[src/tas_pkg.sv]
// Constants for the thermal alarm status and mask block
package tas_pkg;
   // ---------------------------------------------------------------
   // Register offsets
   // ---------------------------------------------------------------
   localparam logic [7:0] ALARM_STATUS_ADDR = 8'h02;
   localparam logic [7:0] ALARM_MASK_ADDR = 8'h16;
   // ---------------------------------------------------------------
   // Status field positions
   // ---------------------------------------------------------------
   localparam int BIT_BUSY = 7;
   localparam int BIT_LOCAL_HIGH = 6;
   localparam int BIT_UNUSED5 = 5;
   localparam int BIT_REMOTE_HIGH = 4;
   localparam int BIT_REMOTE_LOW = 3;
   localparam int BIT_DIODE_FAULT = 2;
   localparam int BIT_REMOTE_CRIT = 1;
   localparam int BIT_TACH_LOW = 0;
   // ---------------------------------------------------------------
   // Field groups and reset values
   // ---------------------------------------------------------------
   localparam logic [7:0] STATUS_LATCH_BITS = 8'h5F;
   localparam logic [7:0] NOTIFY_SRC_BITS = 8'h5B;
   localparam logic [7:0] MASK_RW_BITS = 8'h5B;
   localparam logic [7:0] MASK_ONES_BITS = 8'hA4;
   localparam logic [7:0] STATUS_RESET = 8'h00;
   localparam logic [7:0] MASK_RESET = 8'h00;
   localparam logic [7:0] UNMAPPED_READ = 8'h00;
endpackage : tas_pkg

[src/tas_alarm.sv]
// Alarm status latch, mask register and notify pin driver

module tas_alarm (
   input wire logic clock,
   input wire logic rst_b,
   input wire logic ce,
   input wire logic [7:0] reg_addr,
   input wire logic reg_wr,
   input wire logic reg_rd,
   input wire logic [7:0] reg_wdata,
   output logic [7:0] reg_rdata,
   output logic reg_rvalid,
   input wire logic conv_busy,
   input wire logic cond_local_high,
   input wire logic cond_remote_high,
   input wire logic cond_remote_low,
   input wire logic cond_diode_fault,
   input wire logic cond_remote_crit,
   input wire logic cond_tach_low,
   input wire logic comparator_mode,
   output logic notify_out,
   output logic notify_oe
);

   // ---------------------------------------------------------------
   // Live conditions gathered into status layout
   // ---------------------------------------------------------------

   // Current alarm conditions, bits 7 and 5 always zero
   logic [7:0] cond_vec;
   // Latched alarm bits
   logic [7:0] status;
   // Next latched alarm bits
   logic [7:0] next_status;
   // Stored mask bits, unused positions held at zero
   logic [7:0] mask;
   // Next mask bits
   logic [7:0] next_mask;
   // Read data register and its strobe
   logic [7:0] next_rdata;
   logic next_rvalid;
   // Notify drive enable and its next value
   logic next_oe;
   // Decoded accesses
   logic rd_status;
   logic rd_mask;
   logic wr_mask;

   // Condition vector assembly
   always_comb begin
      cond_vec = 8'h00;
      cond_vec[tas_pkg::BIT_LOCAL_HIGH] = cond_local_high;
      cond_vec[tas_pkg::BIT_REMOTE_HIGH] = cond_remote_high;
      cond_vec[tas_pkg::BIT_REMOTE_LOW] = cond_remote_low;
      cond_vec[tas_pkg::BIT_DIODE_FAULT] = cond_diode_fault;
      cond_vec[tas_pkg::BIT_REMOTE_CRIT] = cond_remote_crit;
      cond_vec[tas_pkg::BIT_TACH_LOW] = cond_tach_low;
   end

   // ---------------------------------------------------------------
   // Address decode
   // ---------------------------------------------------------------

   // Strobes qualified by address
   always_comb begin
      rd_status = 1'b0;
      rd_mask = 1'b0;
      wr_mask = 1'b0;
      if (reg_addr == tas_pkg::ALARM_STATUS_ADDR) begin
         rd_status = reg_rd;
      end else if (reg_addr == tas_pkg::ALARM_MASK_ADDR) begin
         rd_mask = reg_rd;
         wr_mask = reg_wr;
      end
   end

   // ---------------------------------------------------------------
   // Status latch and mask
   // ---------------------------------------------------------------

   // Set wins over read clear, so an alarm never slips away
   always_comb begin
      next_status = status;
      if (rd_status) begin
         next_status = 8'h00;
      end
      next_status = (next_status | cond_vec)
         & tas_pkg::STATUS_LATCH_BITS;
      next_mask = mask;
      if (wr_mask) begin
         next_mask = reg_wdata & tas_pkg::MASK_RW_BITS;
      end
   end

   // Register status and mask
   always_ff @(posedge clock) begin
      if (!rst_b) begin
         status <= tas_pkg::STATUS_RESET;
         mask <= tas_pkg::MASK_RESET;
      end else if (ce) begin
         status <= next_status;
         mask <= next_mask;
      end
   end

   // ---------------------------------------------------------------
   // Read data path
   // ---------------------------------------------------------------

   // Read returns value seen before any clear
   always_comb begin
      next_rdata = reg_rdata;
      next_rvalid = 1'b0;
      if (reg_rd) begin
         next_rvalid = 1'b1;
         if (rd_status) begin
            next_rdata = status;
            next_rdata[tas_pkg::BIT_BUSY] = conv_busy;
            next_rdata[tas_pkg::BIT_UNUSED5] = 1'b0;
         end else if (rd_mask) begin
            next_rdata = mask | tas_pkg::MASK_ONES_BITS;
         end else begin
            next_rdata = tas_pkg::UNMAPPED_READ;
         end
      end
   end

   // Register read data
   always_ff @(posedge clock) begin
      if (!rst_b) begin
         reg_rdata <= 8'h00;
         reg_rvalid <= 1'b0;
      end else if (ce) begin
         reg_rdata <= next_rdata;
         reg_rvalid <= next_rvalid;
      end
   end

   // ---------------------------------------------------------------
   // Notify pin
   // ---------------------------------------------------------------

   // Busy and diode fault are outside the notify source set
   always_comb begin
      if (comparator_mode) begin
         next_oe = |(cond_vec & ~mask & tas_pkg::NOTIFY_SRC_BITS);
      end else begin
         next_oe = |(status & ~mask & tas_pkg::NOTIFY_SRC_BITS);
      end
   end

   // Active-low open drain: drive low while enabled
   always_ff @(posedge clock) begin
      if (!rst_b) begin
         notify_oe <= 1'b0;
         notify_out <= 1'b0;
      end else if (ce) begin
         notify_oe <= next_oe;
         notify_out <= 1'b0;
      end
   end
endmodule : tas_alarm

[config.mk]
export PLATFORM = sky130hd
export DESIGN_NAME = tas_alarm
export DESIGN_NICKNAME = d
export VERILOG_FILES = /design/src/tas_pkg.sv /design/src/tas_alarm.sv
export SDC_FILE = /design/constraint.sdc
export NUM_CORES = 1
export LEC_CHECK = 0
export ABC_AREA = 1
export BUFFER_PORTS_ARGS = -buffer_cell sky130_fd_sc_hd__buf_2
export CAP_MARGIN = 10
export CORE_MARGIN = 1
export CORE_UTILIZATION = 45
export CTS_BUF_LIST = sky130_fd_sc_hd__clkbuf_2 sky130_fd_sc_hd__clkbuf_4 sky130_fd_sc_hd__clkbuf_8
export CTS_CLUSTER_DIAMETER = 200
export DETAILED_ROUTE_END_ITERATION = 10
export GPL_ROUTABILITY_DRIVEN = 0
export PLACE_DENSITY = 0.77
export SYNTH_ARGS = -nofsm -noshare
export SYNTH_HDL_FRONTEND = slang
export SYNTH_SLANG_ARGS = --single-unit
[constraint.sdc]
create_clock -name clock -period 0.8 [get_ports clock]
set_input_delay 0.04 -clock clock [delete_from_list [all_inputs] [get_ports clock]]
set_output_delay 0.04 -clock clock [all_outputs]
set_load 0.03 [all_outputs]
==> impl_summary.md <==
Status
The run finished, with violations left. The checks that failed: setup timing.

Layout
The antenna cell count is 0. After the flow finishes, the layout carries non-filler instances totaling 251. The final standard cell utilization of the core is 74.0%. The finished cells cover 1640 sq um.

The post-route netlist has 43.9% of its cells at a drive strength greater than 1. Compared with the post-synthesis result, the final layout area differs by 53.7%. The final net count is 253.

Route
After detailed routing, the total wire length is 2920 um. In the routed design, unresolved DRC markers number 0. The detail-routed net length per standard cell is ~12 um. In this run the remaining antenna-violating nets after routing total 0. The total number of vias is between 1k and 1.5k. The per-cell via count in the routed design is 4.84. The number of DRC markers after the initial detailed-route iteration is 34.

The number of detailed-routing iterations run before antenna repair is 4.

Setup path
The critical path class is reg -> reg. The data required time of the worst path is 1.01 ns. The startpoint identified for the worst register-to-register timing path is mask[3]. The worst setup path is launched from a flop. Counting cells, the worst reg-to-reg path comes to 7.

Across all register-to-register paths, the minimum setup slack is -0.16 ns. The kind of end point of the critical path is a flop. The end of the worst register-to-register path is notify_oe. Along the worst path, the maximum fanout reaches 3. The arrival time of data at the critical path endpoint is 1.17 ns. Following the worst setup path forward leads to its endpoint at notify_oe.

In this run the worst setup path begins at mask[3].

Die
The floorplan die height is 50.6 um. The initial core utilization is 48.1%. The placement row count is 17. The floorplan step set the die width to 50.6 um. The die covers between 2000 and 3000 sq um. After floorplanning, the core was sized to cover 2210 sq um.

The number of I/O pins is 40.

Pwr
The maximum resistive drop on vdd is 1370 uV. In this run the power density over the cells is 1220 nW/um^2. The leakage power is 0.864 nW. Summing internal, switching and leakage power gives about 2 mW.

Synth
During synthesis, Yosys emitted a total of 0 warnings. The most common cell in the synthesized netlist is nand2_1. Synthesis instantiated 20 different standard cells from the library. In this run the cell area of the synthesized design comes to 1060 sq um. Sorting the synthesized cells by area gives the leading types as dfxtp_1 39%, nand2_1 19%, inv_1 6.7%, a21oi_1 6.6%, nor2_1 6.0%. After synthesis, the mean cell area works out to 6.65 sq um. In the synthesized netlist, the cells that appear most often are 55 x nand2_1, 21 x dfxtp_1, 19 x inv_1. The share of synthesized area in the top cell type comes to 39.5%. The most area-hungry cell type in the Yosys netlist is dfxtp_1. In the synthesized netlist the async set-or-reset flop fraction comes to 0%. The dominant synthesized flop cell is dfxtp_1. The number of synthesized register bits is 21.

The number of nets in the synthesized netlist is approximately 190. The synthesized design contains 0 enable-type register cells. The share of the Yosys chip area taken by registers is 39.5%. In the synthesized netlist, the number of instances is 160.

Place
Input and output buffers added on the ports amount to 35. The number of placed instances with taps included is 229. Once detailed placement completed, the half-perimeter wirelength came to 2000 um. At the placement stage, the worst setup path has a slack of -0.185 ns. The instance area at placement is ~1300 sq um.

CTS
TritonCTS built the clock tree. The clock tree buffer depth is 2. Clock-pin slew was measured on the worst setup and hold paths at 0.13 ns. The buffer cell driving the clock tree root is clkbuf_4. The clock latency reported for the late side of the worst-skew pair is 0.32 ns. CTS built an H-tree with a depth of 1.

In this run, CTS created clock tree buffers numbering 3. The CTS sink count is 21.

Min path
The worst hold path begins at rst_b. The worst min-delay path category is in -> reg.

STA
The final hold violation count came to 0. For this run, the top clock speed supported by timing is between 1 and 1.5 GHz. Clock skew on the completed layout was measured at roughly 0.015 ns. The final critical delay including setup and external delays is 0.965 ns. The final-layout setup total negative slack is -0.587 ns. Setup repair after global routing could not meet its margin everywhere. The smallest hold slack is 0.0224 ns. Setup slack on the critical path of the routed design comes to -0.165 ns. The final period utilization is 121%. Setup violations remaining at the end of the flow were counted as 12. The number of max-slew violations in the final report is 0.

GRT
Global routing consumed, on the met1 layer, 29.2% of the routing resources. The first global-routing pass estimated 4950 um of wire. The number of antenna violations at the first check in global routing is 0. The peak-usage layer in the global routing report is met2.

The total routing resource utilization after global routing is 25.9%. In the global route stage, met3 resource usage came out at 3.94%. The total global routing overflow is 0.

Entering global routing, the biggest net connects 13 pins. For met2 alone, demand over resource in global routing was 47.3%. The via count of the first global-routing pass is 1,183.

Job
The tool flagged a number of max-cap violations equal to 0.
[per-layer routing]
metal / share of wire [%] / wire (um)
met5: 0 / 0
met4: 2.5 / 73
met3: 3.5 / 102
met2: 51 / 1490
met1: 43 / 1260
[cell usage in the layout, fill, tap and decap left out]
| master | synthesis | layout |
|---|---|---|
| conb_1 | 1 | 1 |
| nand2_1 | 55 | 50 |
| nor2_2 | 1 | 1 |
| buf_2 | 2 | 25 |
| buf_6 | 0 | 14 |
| nand4_1 | 1 | 1 |
| a21oi_1 | 14 | 14 |
| inv_1 | 19 | 14 |
| nand3_4 | 1 | 1 |
| a21oi_2 | 3 | 3 |
| nand2_4 | 1 | 1 |
| clkinv_2 | 0 | 1 |
| nor2_1 | 17 | 17 |
| nand3_2 | 3 | 4 |
| dlygate4sd3_1 | 0 | 11 |
| buf_4 | 1 | 14 |
| dfxtp_2 | 0 | 15 |
| dfxtp_1 | 21 | 6 |
| clkbuf_4 | 0 | 3 |
| nand3_1 | 9 | 8 |
| inv_2 | 2 | 7 |
| nand2_2 | 3 | 8 |
| nor2_8 | 1 | 1 |
| o21ai_0 | 3 | 3 |
[flip-flops by register name (all words and copies together), names as in the netlist]
register,cells
mask,5
notify_oe,1
reg_rdata,8
reg_rvalid,1
status,6
[kinds of logic after synthesis]
group           Yosys count  synth area share [%]
simple gates             92                  40.0
buf+inv                  26                  9.75
flops                    21                  39.5
compound gates           20                  10.5
other cells               1                 0.352
[worst max-delay path, stage by stage (launching register included)]
cell and delay [ns]:
dfxtp_2 0.36, inv_2 0.05, nand2_1 0.05, nand2_1 0.06, nor2_1 0.12, nand3_1 0.09
nand2_1 0.08, a21oi_1 0.06
[worst min path at each step]
| stage | end | slack [ns] | cells after the start |
|---|---|---|---|
| after floorplan | reg_rdata[5] | 0.17 | 2 |
| after global placement | mask[0] | 0.26 | 3 |
| after detailed placement | mask[6] | 0.27 | 3 |
| after CTS | reg_rdata[5] | 0.03 | 3 |
| after global routing | reg_rdata[5] | 0.03 | 3 |
| final | reg_rdata[5] | 0.02 | 3 |
[what timing repair did]
action	CTS	global route
endpoints found under the setup margin	11	17
buffers inserted	3	5
pin swaps	0	4
endpoints found under the hold margin	11	0
gates resized for setup	29	13
hold buffers	11	0
[area by class of cell]
cell class / count / area [sq um]
sequential: 21 / 439
fill: 174 / 576
clock buffer: 3 / 22.5
timing repair buffer: 64 / 498
tap: 28 / 35.0
inverter: 21 / 78.8
clock inverter: 1 / 5.00
multi-input combinational: 113 / 558
[power breakdown]
group	internal, mW	switching, mW
clock	0.187	0.347
sequential	1.08	0.0255
combinational	0.173	0.188
Note: power is estimated with default switching activity, not from simulation.
